**config.mk**
```make
export PLATFORM = sky130hd
export DESIGN_NAME = dph_phy_handshake
export DESIGN_NICKNAME = d
export VERILOG_FILES = /design/src/hdl/dph_pkg.sv /design/src/hdl/dph_phy_handshake.sv
export SDC_FILE = /design/constraint.sdc
export NUM_CORES = 1
export LEC_CHECK = 0
export BUFFER_PORTS_ARGS = -buffer_cell sky130_fd_sc_hd__clkbuf_2
export CAP_MARGIN = 20
export CORE_AREA = 3 3 162 204
export DETAILED_ROUTE_END_ITERATION = 6
export DIE_AREA = 0 0 165 207
export GPL_ROUTABILITY_DRIVEN = 0
export PLACE_DENSITY_LB_ADDON = 0.12
export REMOVE_ABC_BUFFERS = 1
export SLEW_MARGIN = 10
export SYNTH_ARGS = -nofsm -noshare
export SYNTH_HDL_FRONTEND = slang
export SYNTH_SLANG_ARGS = --single-unit
```
**constraint.sdc**
```tcl
create_clock -name clk_sys -period 3.5 [get_ports clk_sys]
set_clock_uncertainty 0.15 [all_clocks]
set_input_delay 0.525 -clock clk_sys [delete_from_list [all_inputs] [get_ports clk_sys]]
set_output_delay 0.525 -clock clk_sys [all_outputs]
set_load 0.01 [all_outputs]
```
**src/hdl/dph_pkg.sv**
```systemverilog
// Shared constants, types and state layout of the half-rate PHY handshake block
package dph_pkg;
    localparam int DQ_W = 8;
    localparam int DM_W = 1;
    localparam int AW = 14;
    localparam int BW = 3;
    localparam int RANKS = 2;
    localparam int RK_W = 1;
    localparam int LAT_W = 5;
    localparam int DL_DEPTH = 32;
    localparam int CNT_W = 8;
    localparam int INIT_W = 12;

    localparam int CLK_MHZ = 200;
    // Memory power-up wait, no figure given, plain default
    localparam int INIT_TIME_NS = 10000;
    localparam int INIT_CYC = (INIT_TIME_NS * CLK_MHZ + 999) / 1000;
    // Longest wait for a calibration read strobe
    localparam int CAL_TIMEOUT_NS = 300;
    localparam int CAL_TO_CYC = (CAL_TIMEOUT_NS * CLK_MHZ) / 1000;

    localparam logic [INIT_W-1:0] INIT_END = INIT_W'(INIT_CYC - 1);
    localparam logic [INIT_W-1:0] INIT_RST_END = INIT_W'(INIT_CYC / 2);
    localparam logic [CNT_W-1:0] CAL_TO_LAST = CNT_W'(CAL_TO_CYC - 1);
    localparam logic [LAT_W-1:0] RLAT_ADD = 5'h01;
    localparam logic [LAT_W-1:0] WLAT_BASE = 5'h02;
    localparam logic [1:0] DQS_PATTERN = 2'h1;
    localparam logic [RK_W-1:0] RANK_LAST = RK_W'(RANKS - 1);

    typedef struct packed {
        logic [RANKS-1:0] cs_n;
        logic ras_n;
        logic cas_n;
        logic we_n;
        logic [AW-1:0] addr;
        logic [BW-1:0] ba;
    } dph_cmd_t;

    localparam dph_cmd_t CMD_IDLE = '{cs_n: {RANKS{1'b1}}, ras_n: 1'b1, cas_n: 1'b1,
                                      we_n: 1'b1, addr: {AW{1'b0}}, ba: {BW{1'b0}}};

    typedef enum logic [5:0] {
        SEQ_HOLD = 6'h01,
        SEQ_INIT = 6'h02,
        SEQ_CAL_RD = 6'h04,
        SEQ_CAL_WAIT = 6'h08,
        SEQ_DONE = 6'h10,
        SEQ_FAIL = 6'h20
    } dph_seq_t;

    typedef struct packed {
        logic [2:0] rs;
        logic ph;
        dph_seq_t seq;
        logic [INIT_W-1:0] init_cnt;
        logic [RK_W-1:0] rank;
        logic [CNT_W-1:0] cal_cnt;
        logic [CNT_W-1:0] cal_max;
        logic [LAT_W-1:0] rlat;
        logic [LAT_W-1:0] wlat;
        logic cal_ok;
        logic cal_bad;
        logic rst_out;
        logic mrst_n;
        logic cke;
        dph_cmd_t cmd;
        dph_cmd_t cmd_hi;
        logic [2*DQ_W-1:0] dq_out;
        logic [2*DQ_W-1:0] dq_hi;
        logic dq_oe;
        logic dq_oe_hi;
        logic dqs_oe;
        logic dqs_oe_hi;
        logic [2*DM_W-1:0] dm;
        logic [2*DM_W-1:0] dm_hi;
        logic rt;
        logic rt_hi;
        logic gate;
        logic gate_hi;
        logic [2*DQ_W-1:0] dq_s1;
        logic [2*DQ_W-1:0] dq_s2;
        logic [2*DQ_W-1:0] dq_s3;
        logic [2*DQ_W-1:0] dq_stab;
        logic dqs_s1;
        logic dqs_s2;
        logic dqs_s3;
        logic dqs_stab;
        logic [2*DQ_W-1:0] rd_lo;
        logic [4*DQ_W-1:0] rdata;
        logic [1:0] rvalid;
        logic [DL_DEPTH-1:0][1:0] dl;
        logic [LAT_W-1:0] wp;
    } dph_state_t;
endpackage : dph_pkg

```
**src/hdl/dph_phy_handshake.sv**
```systemverilog
// Half-rate PHY handshake: reset, calibration, command and data serialisation
// Operation
// - Interface clock at half memory rate; all user ports sync to it. Calibration status, latencies and soft reset act on every memory cycle instead.
// - Global reset released freely by user; resynchronised internally before use.
// - Active-low user reset output deasserts synchronously to the interface clock.
// - After reset the device initialises memory and calibrates by reading each rank.
// - Calibration end raises success if passed, otherwise raises failure.
// - Soft reset holds sequencer in reset; release restarts full calibration.
// - Half-rate local data buses are four times the memory data width.
// - Command inputs sized for 1T: two input bits per memory pin at half rate.
// - Read-in-progress drives postamble gating, read-valid generation and termination timing.
// - Device reports read latency from read-in-progress to valid read data.
// - Read latency valid after successful calibration and constant afterward.
// - Read-valid output is two bits at half rate for unaligned data.
// - Device reports write latency from chip select to strobe burst.
// - Write latency valid after calibration success, never changes afterward.
// - Two-bit chip select and strobe inputs leave LSB first, MSB next.
// - Address bus is two concatenated halves, one per memory cycle, low half first.
module dph_phy_handshake
    import dph_pkg::*;
(
    input wire logic clk_sys,
    input wire logic rst_n,
    input wire logic soft_reset_n,
    output logic ctl_clk,
    output logic ctl_clk_en,
    output logic ctl_reset_n,
    output logic ctl_cal_success,
    output logic ctl_cal_fail,
    output logic [LAT_W-1:0] ctl_rlat,
    output logic [LAT_W-1:0] ctl_wlat,
    input wire logic [2*RANKS-1:0] ctl_cs_n,
    input wire logic [1:0] ctl_ras_n,
    input wire logic [1:0] ctl_cas_n,
    input wire logic [1:0] ctl_we_n,
    input wire logic [2*AW-1:0] ctl_addr,
    input wire logic [2*BW-1:0] ctl_ba,
    input wire logic [1:0] ctl_doing_read,
    input wire logic [1:0] ctl_dqs_burst,
    input wire logic [1:0] ctl_wdata_valid,
    input wire logic [4*DQ_W-1:0] ctl_wdata,
    input wire logic [4*DM_W-1:0] ctl_dm,
    output logic [4*DQ_W-1:0] ctl_rdata,
    output logic [1:0] ctl_rdata_valid,
    output dph_cmd_t mem_cmd,
    output logic mem_reset_n,
    output logic mem_cke,
    output logic [2*DQ_W-1:0] mem_dq_out,
    output logic mem_dq_oe,
    input wire logic [2*DQ_W-1:0] mem_dq_in,
    output logic [1:0] mem_dqs_out,
    output logic mem_dqs_oe,
    input wire logic mem_dqs_in,
    output logic [2*DM_W-1:0] data_mask_pins,
    output logic mem_rt_en,
    output logic mem_dqs_gate
);
    dph_state_t st;
    dph_state_t next_st;
    dph_cmd_t cmd_lo_in;
    dph_cmd_t cmd_hi_in;
    dph_cmd_t cal_read;
    logic [1:0] dl_tap;
    logic [LAT_W-1:0] tap_idx;
    logic [CNT_W-1:0] cal_worst;
    logic [LAT_W-1:0] cal_rlat;

    // Memory-cycle halves of the 1T command inputs, low half goes first
    always_comb begin
        cmd_lo_in.cs_n = '0;
        cmd_hi_in.cs_n = '0;
        for (int r = 0; r < RANKS; r++) begin
            cmd_lo_in.cs_n[r] = ctl_cs_n[2*r];
            cmd_hi_in.cs_n[r] = ctl_cs_n[2*r+1];
        end
        cmd_lo_in.ras_n = ctl_ras_n[0];
        cmd_hi_in.ras_n = ctl_ras_n[1];
        cmd_lo_in.cas_n = ctl_cas_n[0];
        cmd_hi_in.cas_n = ctl_cas_n[1];
        cmd_lo_in.we_n = ctl_we_n[0];
        cmd_hi_in.we_n = ctl_we_n[1];
        cmd_lo_in.addr = ctl_addr[AW-1:0];
        cmd_hi_in.addr = ctl_addr[2*AW-1:AW];
        cmd_lo_in.ba = ctl_ba[BW-1:0];
        cmd_hi_in.ba = ctl_ba[2*BW-1:BW];
        cal_read = CMD_IDLE;
        cal_read.cs_n = ~(RANKS'(1) << st.rank);
        cal_read.cas_n = 1'b0;
    end

    assign tap_idx = st.wp - st.rlat;
    assign dl_tap = st.dl[tap_idx];

    // Worst rank count so far, the answering rank included
    always_comb begin
        cal_worst = st.cal_max;
        if (st.cal_cnt > st.cal_max) begin
            cal_worst = st.cal_cnt;
        end
        cal_rlat = LAT_W'(cal_worst >> 1) + RLAT_ADD;
    end

    always_comb begin
        next_st = st;
        // Pin inputs: three stages, accept only when stages two and three agree
        next_st.dq_s1 = mem_dq_in;
        next_st.dq_s2 = st.dq_s1;
        next_st.dq_s3 = st.dq_s2;
        // Per-bit filter, so one noisy lane cannot hold back the others
        for (int b = 0; b < 2*DQ_W; b++) begin
            if (st.dq_s2[b] == st.dq_s3[b]) begin
                next_st.dq_stab[b] = st.dq_s3[b];
            end
        end
        next_st.dqs_s1 = mem_dqs_in;
        next_st.dqs_s2 = st.dqs_s1;
        next_st.dqs_s3 = st.dqs_s2;
        if (st.dqs_s2 == st.dqs_s3) begin
            next_st.dqs_stab = st.dqs_s3;
        end
        next_st.rs = {st.rs[1:0], 1'b1};
        next_st.ph = ~st.ph;
        if (st.ph) begin
            next_st.rst_out = 1'b1;
        end

        case (st.seq)
            SEQ_HOLD: begin
                next_st.cmd = CMD_IDLE;
                next_st.rank = '0;
                next_st.cal_max = '0;
                if (soft_reset_n) begin
                    next_st.seq = st.cke ? SEQ_CAL_RD : SEQ_INIT;
                end
            end
            SEQ_INIT: begin
                next_st.init_cnt = st.init_cnt + 1'b1;
                if (st.init_cnt == INIT_RST_END) begin
                    next_st.mrst_n = 1'b1;
                end
                if (st.init_cnt == INIT_END) begin
                    next_st.cke = 1'b1;
                    next_st.seq = SEQ_CAL_RD;
                end
            end
            SEQ_CAL_RD: begin
                next_st.cmd = cal_read;
                next_st.cal_cnt = '0;
                next_st.seq = SEQ_CAL_WAIT;
            end
            SEQ_CAL_WAIT: begin
                next_st.cmd = CMD_IDLE;
                next_st.cal_cnt = st.cal_cnt + 1'b1;
                if (st.dqs_stab) begin
                    next_st.cal_max = cal_worst;
                    if (st.rank == RANK_LAST) begin
                        // Slowest rank sets the common latency
                        next_st.rlat = cal_rlat;
                        next_st.wlat = WLAT_BASE;
                        next_st.cal_ok = 1'b1;
                        next_st.seq = SEQ_DONE;
                    end else begin
                        next_st.rank = st.rank + 1'b1;
                        next_st.seq = SEQ_CAL_RD;
                    end
                end else if (st.cal_cnt == CAL_TO_LAST) begin
                    next_st.cal_bad = 1'b1;
                    next_st.seq = SEQ_FAIL;
                end
            end
            SEQ_DONE: begin
                // Latencies are left untouched here until the next recalibration
                if (st.ph) begin
                    next_st.cmd = cmd_lo_in;
                    next_st.cmd_hi = cmd_hi_in;
                    next_st.dq_out = ctl_wdata[2*DQ_W-1:0];
                    next_st.dq_hi = ctl_wdata[4*DQ_W-1:2*DQ_W];
                    next_st.dq_oe = ctl_wdata_valid[0];
                    next_st.dq_oe_hi = ctl_wdata_valid[1];
                    next_st.dqs_oe = ctl_dqs_burst[0];
                    next_st.dqs_oe_hi = ctl_dqs_burst[1];
                    next_st.dm = ctl_dm[2*DM_W-1:0];
                    next_st.dm_hi = ctl_dm[4*DM_W-1:2*DM_W];
                    next_st.rt = ctl_doing_read[0];
                    next_st.rt_hi = ctl_doing_read[1];
                    next_st.dl[st.wp] = ctl_doing_read;
                    next_st.wp = st.wp + 1'b1;
                    next_st.rvalid = dl_tap;
                    next_st.gate = dl_tap[0];
                    next_st.gate_hi = dl_tap[1];
                    next_st.rdata = {st.dq_stab, st.rd_lo};
                end else begin
                    next_st.cmd = st.cmd_hi;
                    next_st.dq_out = st.dq_hi;
                    next_st.dq_oe = st.dq_oe_hi;
                    next_st.dqs_oe = st.dqs_oe_hi;
                    next_st.dm = st.dm_hi;
                    next_st.rt = st.rt_hi;
                    next_st.gate = st.gate_hi;
                    next_st.rd_lo = st.dq_stab;
                end
            end
            SEQ_FAIL: begin
                next_st.cmd = CMD_IDLE;
            end
            default: begin
                next_st.seq = SEQ_HOLD;
            end
        endcase

        // Recalibration drops the datapath and both status flags
        if (!soft_reset_n) begin
            next_st.seq = SEQ_HOLD;
            next_st.cal_ok = 1'b0;
            next_st.cal_bad = 1'b0;
            next_st.cmd = CMD_IDLE;
            next_st.dq_oe = 1'b0;
            next_st.dqs_oe = 1'b0;
            next_st.rt = 1'b0;
            next_st.gate = 1'b0;
            next_st.rvalid = 2'h0;
            next_st.dl = '0;
            // Stale second halves would replay an old command after recalibration
            next_st.cmd_hi = CMD_IDLE;
            next_st.dq_oe_hi = 1'b0;
            next_st.dqs_oe_hi = 1'b0;
            next_st.rt_hi = 1'b0;
            next_st.gate_hi = 1'b0;
            // Memory init cut short starts again from its first cycle
            if (!st.cke) begin
                next_st.init_cnt = '0;
            end
        end

        // Internal reset lasts until the release has crossed the chain
        if (!rst_n || !st.rs[2]) begin
            next_st.ph = 1'b0;
            next_st.seq = SEQ_HOLD;
            next_st.init_cnt = '0;
            next_st.rank = '0;
            next_st.cal_cnt = '0;
            next_st.cal_max = '0;
            next_st.rlat = '0;
            next_st.wlat = '0;
            next_st.cal_ok = 1'b0;
            next_st.cal_bad = 1'b0;
            next_st.rst_out = 1'b0;
            next_st.mrst_n = 1'b0;
            next_st.cke = 1'b0;
            next_st.cmd = CMD_IDLE;
            next_st.cmd_hi = CMD_IDLE;
            next_st.dq_out = '0;
            next_st.dq_hi = '0;
            next_st.dq_oe = 1'b0;
            next_st.dq_oe_hi = 1'b0;
            next_st.dqs_oe = 1'b0;
            next_st.dqs_oe_hi = 1'b0;
            next_st.dm = '0;
            next_st.dm_hi = '0;
            next_st.rt = 1'b0;
            next_st.rt_hi = 1'b0;
            next_st.gate = 1'b0;
            next_st.gate_hi = 1'b0;
            next_st.rd_lo = '0;
            next_st.rdata = '0;
            next_st.rvalid = 2'h0;
            next_st.dl = '0;
            next_st.wp = '0;
        end
        if (!rst_n) begin
            next_st.rs = 3'h0;
            next_st.dq_s1 = '0;
            next_st.dq_s2 = '0;
            next_st.dq_s3 = '0;
            next_st.dq_stab = '0;
            next_st.dqs_s1 = 1'b0;
            next_st.dqs_s2 = 1'b0;
            next_st.dqs_s3 = 1'b0;
            next_st.dqs_stab = 1'b0;
        end
    end

    always_ff @(posedge clk_sys) begin
        st <= next_st;
    end

    assign ctl_clk = st.ph;
    assign ctl_clk_en = st.ph;
    assign ctl_reset_n = st.rst_out;
    assign ctl_cal_success = st.cal_ok;
    assign ctl_cal_fail = st.cal_bad;
    assign ctl_rlat = st.rlat;
    assign ctl_wlat = st.wlat;
    assign ctl_rdata = st.rdata;
    assign ctl_rdata_valid = st.rvalid;
    assign mem_cmd = st.cmd;
    assign mem_reset_n = st.mrst_n;
    assign mem_cke = st.cke;
    assign mem_dq_out = st.dq_out;
    assign mem_dq_oe = st.dq_oe;
    assign mem_dqs_out = DQS_PATTERN;
    assign mem_dqs_oe = st.dqs_oe;
    assign data_mask_pins = st.dm;
    assign mem_rt_en = st.rt;
    assign mem_dqs_gate = st.gate;
endmodule : dph_phy_handshake

```
=== Word level (Yosys, flattened, before mapping) ===
Cells that the tools add are included.

* Bitwise logic cells: 5
* Reduce and logical (&&, ||, !) cells: 19
* Magnitude comparators: 4
* Muxes and demuxes: 31
* Eq/ne operators: 30
* Shifts and indexed selects: 1
* Add/sub/neg operators: 6

{| class="wikitable"
|+ Operators with widths
! cell !! count
|-
| $pmux 22 s3 || 1
|-
| $bwmux 64 || 1
|-
| $mux 12 || 3
|-
| $pmux 8 s2 || 2
|-
| $pmux 6 s5 || 1
|-
| $mux 22 || 1
|-
| $mux 19 || 1
|-
| $mux 6 || 3
|-
| $eq 1x1->1 || 17
|-
| $mux 16 || 1
|-
| $add 12x1->12 const B || 1
|-
| $eq 12x10->1 const B || 1
|-
| $eq 12x11->1 const B || 1
|-
| $lt 5x6->1 const B || 2
|-
| $reduce_and 3->1 || 4
|-
| $mux 11 || 1
|-
| $add 5x1->5 const B || 2
|-
| $bmux 2 s5 || 1
|-
| $demux 2 s5 || 1
|-
| $reduce_and 2->1 || 5
|-
| $add 8x1->8 const B || 1
|-
| $eq 8x6->1 const B || 1
|-
| $gt 8x8->1 || 1
|-
| $mux 8 || 1
|-
| other kinds (26) || 42
|}

* Output and inout port bits: 97
* Register bits: 325
* Input bits: 106
* Logic and storage cells: 195

=== Longest topological paths before layout ===
* Depth in word-level cells: 6
* Mapped depth: 12

=== Least setup slack after synthesis ===
Ideal clock, no wire load.

* Path type: register -> register
* Start: register st[0] (netlist bit)
* End: register st[187] (netlist bit)
* Stages on the path, launching flop included: 10
* Path slack: 844 ps
* Arrival: 2385 ps
* Data required time: 3229 ps
* Path buffers: 2
* Cells stage by stage: dfxtp_1 > inv_1 > ha_1 > fa_1 > clkbuf_1 > buf_2 > mux4_1 > mux2_2 > a211oi_2 > nor3_1

* Word-level cells in the longest chain between the ends: 3

{| class="wikitable"
|+ Ends and longest elaborated chain
! element !! line !! source
|-
| start, declared || dph_phy_handshake.sv:58 || <nowiki>dph_state_t st;</nowiki>
|-
| start signal, assigned || dph_phy_handshake.sv:284 || <nowiki>st <= next_st;</nowiki>
|-
| $sub 5x5->5 || dph_phy_handshake.sv:91 || <nowiki>assign tap_idx = st.wp - st.rlat;</nowiki>
|-
| $bmux 2 s5 || dph_phy_handshake.sv:92 || <nowiki>assign dl_tap = st.dl[tap_idx];</nowiki>
|-
| $mux 2 (implied by the code) || dph_phy_handshake.sv:92 ||
|}

No other way between the ends. The select of a mux whose other input is x is not followed.
A chain may end at the register's enable or synchronous reset.

=== Final worst setup path ===
* Start: register st[0] (netlist bit)
* End: register st (netlist bit ctl_rdata_valid[0])

The elaborated chain is that of the path after synthesis.

==> results by group <==
Cells and area
  • Fin area: 15700 um2
  • Filler cells: 3078
  • Sequential Area: 6490 um2
  • Final #Nets: 1816
  • Area growth syn-to-layout: 12.5%
  • Area of the multi-input gates: 6310 um2
  • Diodes inserted: 0
  • Share of cells above drive strength 1: 17.5%

Drt
  • Avg WL per Cell: 16.3 um
  • Routed vias/inst: 5.16
  • Initial DRC count: 614
  • DR vias: 11000
  • Post-Route WL: 34500 um
  • Pre-Repair DR Iteration Count: 5
  • ANT nets after route: 0
  • Drt drc: 0

Critical path
  • Setup Crit Path Kind: reg2reg
  • CP Launch Type: flop
  • Delay-heaviest family, CP: adder cells
  • Setup crit end kind: flop
  • Max incr delay on CP: 0.91 ns
  • CP cell instances: inv_1 -> ha_1 -> fa_1 -> mux4_1 -> nand2_1 -> a211oi_1 -> nor2_1 -> o22ai_1 -> a31o_2
  • WP data arrival: 3.15 ns
  • Slowest CP cell: fa_1
  • Critical Path Fanout Max: 16
  • WP data required: 3.74 ns
  • WP buf/inv: 1

Synth
  • Seq/Total Area, Yosys: 46.4%
  • Flops & latches, synth: 324
  • Cell Area, Synth: 14000 um2
  • Commonest register cell after synthesis: dfxtp_1
  • Warnings, synthesis: 0
  • Synth unique cells: 71
  • Post-synth ARST share: 0%
  • Syn avg cell area: 8.56 um2
  • EDFF count, synth: 0
  • Synthesized netlist cell count: 1633

Placed design
  • HPWL Detailed: 23100 um
  • DP Area: 14500 um2
  • I/O Buffers: 196
  • Setup WS pre-CTS: 0.575 ns

STA
  • Worst Tran Pin Value: 0.942 ns
  • Final number of setup-violating endpoints: 0
  • Achievable frequency: 344 MHz
  • RSZ-0062 raised after global routing: no
  • Fin. Hold Viols: 0
  • Hold slack: 0.0702 ns
  • Post-Route Setup TNS: 0 ns
  • Worst setup margin: 0.594 ns
  • Pins Over Slew Limit: 0
  • Final period util: 83.0%
  • Tmin final: 2.91 ns
  • Slew headroom: 37.2%

Run status
  • Status: completed

Floorplan
  • I/O pins: 203
  • Die Y: 207 um
  • Core area: 31500 um2
  • Die width: 165 um
  • Die footprint: 34200 um2
  • Starting Density: 44.4%
  • Num rows: 73

Global routing
  • Vias in the first global route: 10300
  • Global-route wire length before repair: 54600 um
  • Antenna violations before repair: 0
  • GRT overflow: 0
  • Tot GR Track Use: 19.6%
  • Largest net degree at the start of global routing: 115

CTS
  • Clock Tree Buf Depth: 3
  • CTS tree: done
  • Root buf cell: clkbuf_16
  • H-tree depth: 2
  • Clock Sinks: 324
  • CTS Hold Bufs: 0
  • Clk Latency, worst-skew pair: 0.51 ns
  • CTS Buf Count: 35
  • Post_cts resized: 0
  • # Post-CTS Setup Buffers: 0
  • Clock Pin Slew Worst Setup and Hold Paths: 0.06 ns

Pwr
  • Peak supply drop: 313 uV
  • Static Leak: 5.65 nW
  • PwrDens: 494 nW/um2

Hold path
  • Hold Path Class: in2reg

Flow run
  • Max cap viols: 0
==> path summary, 6_finish.rpt <==
path | end | depth (start not counted) | slack (ns) | startpoint
min | st[181] | 2 | 0.07 | mem_dq_in[10]
max reg2reg | ctl_rdata_valid[0] | 9 | 0.59 | st[0]
max | ctl_rdata_valid[0] | 9 | 0.59 | st[0]
min reg2reg | st[170] | 1 | 0.28 | st[186]
==> layer usage <==
| metal | part of all wire, % | global-route usage (%) | vias up | wire length [um] |
|---|---|---|---|---|
| met5 | 0 | 0 | - | 0 |
| met4 | 2.7 | 6.11 | 0 | 939 |
| met3 | 4.6 | 3.20 | 55 | 1580 |
| met2 | 50 | 33.9 | 241 | 17200 |
| met1 | 43 | 24.7 | 5134 | 14900 |
| li1 | - | - | 5545 | - |
==> layout make-up <==
cell class	instances	area share [%]
flip-flops and latches	324	41.2
multi-input cells	1096	40.1
repair buffers	210	7.14
clock buffers	47	6.24
well taps	412	3.28
clock inverters	14	1.45
inverters	22	0.525
==> state kept, by name, summed over array words and instances, names as in the netlist <==
| signal | cells |
|---|---|
| ctl_cal_fail | 1 |
| ctl_cal_success | 1 |
| ctl_clk | 1 |
| ctl_rdata | 32 |
| ctl_rdata_valid | 1 |
| ctl_reset_n | 1 |
| ctl_rlat | 5 |
| ctl_wlat | 1 |
| data_mask_pins | 2 |
| mem_cke | 1 |
| mem_cmd | 22 |
| mem_dq_oe | 1 |
| mem_dq_out | 16 |
| mem_dqs_gate | 1 |
| mem_dqs_oe | 1 |
| mem_reset_n | 1 |
| mem_rt_en | 1 |
| st | 235 |
==> metrics by stage <==
stage	instances	power, mW	util (%)
6_report	2125	7.78	49.9
5_1_grt	2125	8.05	49.9
4_1_cts	2125	7.88	49.9
3_5_place_dp	2064	3.97	46.1
3_3_place_gp	2064	3.97	46.1
2_1_floorplan	1442	3.86	-
==> placed cells by master, fill, tap and decap left out, types with 4 or more instances in the layout <==
cell,netlist,routed
dfxtp_1,324,323
nand2_1,308,306
clkbuf_2,1,196
a21oi_1,191,191
nor2_1,135,135
o21ai_0,90,90
and2_1,59,58
mux2i_1,48,48
nand3_1,39,38
clkbuf_16,0,35
a211oi_1,25,25
inv_1,22,22
ha_1,20,20
a21boi_0,17,17
xor2_1,16,16
mux4_1,16,16
xnor2_1,11,11
buf_4,93,11
nand4_1,9,9
mux2_2,8,8
nor3_1,8,8
nor2b_1,7,7
and3_1,8,7
conb_1,2,6
clkbuf_8,0,6
bufinv_16,0,6
clkbuf_1,59,6
clkinv_2,0,6
o21ai_1,4,4
o22ai_1,4,4
o2111ai_1,4,4
==> cells in the mapped netlist (all sizes together), types with 3 or more instances <==
master | n | area, um2
a211oi | 27 | 213
a21boi | 18 | 135
a21oi | 192 | 965
a31o | 3 | 26.3
and2 | 60 | 375
and3 | 9 | 61.3
and4 | 3 | 26.3
buf | 135 | 923
clkbuf | 60 | 226
dfxtp | 324 | 6490
ha | 20 | 250
inv | 22 | 82.6
mux2 | 8 | 90.1
mux2i | 48 | 480
mux4 | 16 | 420
nand2 | 312 | 1190
nand3 | 40 | 205
nand3b | 3 | 22.5
nand4 | 9 | 56.3
nor2 | 137 | 519
nor2b | 7 | 43.8
nor3 | 9 | 50.1
nor3b | 3 | 27.5
o2111ai | 4 | 35.0
o211ai | 3 | 27.5
o21ai | 95 | 479
o22ai | 4 | 25.0
xnor2 | 11 | 96.3
xor2 | 16 | 140
==> logic make-up (layout without fill, tap and decap cells) <==
logic type / after synthesis / after routing / synth area share, %
adder cells (fa/ha/maj): 21 / 21 / 1.93
AND/OR/NAND/NOR: 602 / 602 / 19.1
flip-flops: 324 / 324 / 46.4
buffers and inverters: 217 / 293 / 8.81
other: 2 / 6 / 0.0537
AO/OA/AOI/OAI: 368 / 368 / 15.0
multiplexers: 72 / 72 / 7.09
XOR/XNOR: 27 / 27 / 1.69
==> power breakdown <==
part	internal, mW	switching, mW
Clock	2.41	1.48
Sequential	3.71	0.0110
Combinational	0.0738	0.0896
Note: power is estimated with default switching activity, not from simulation.
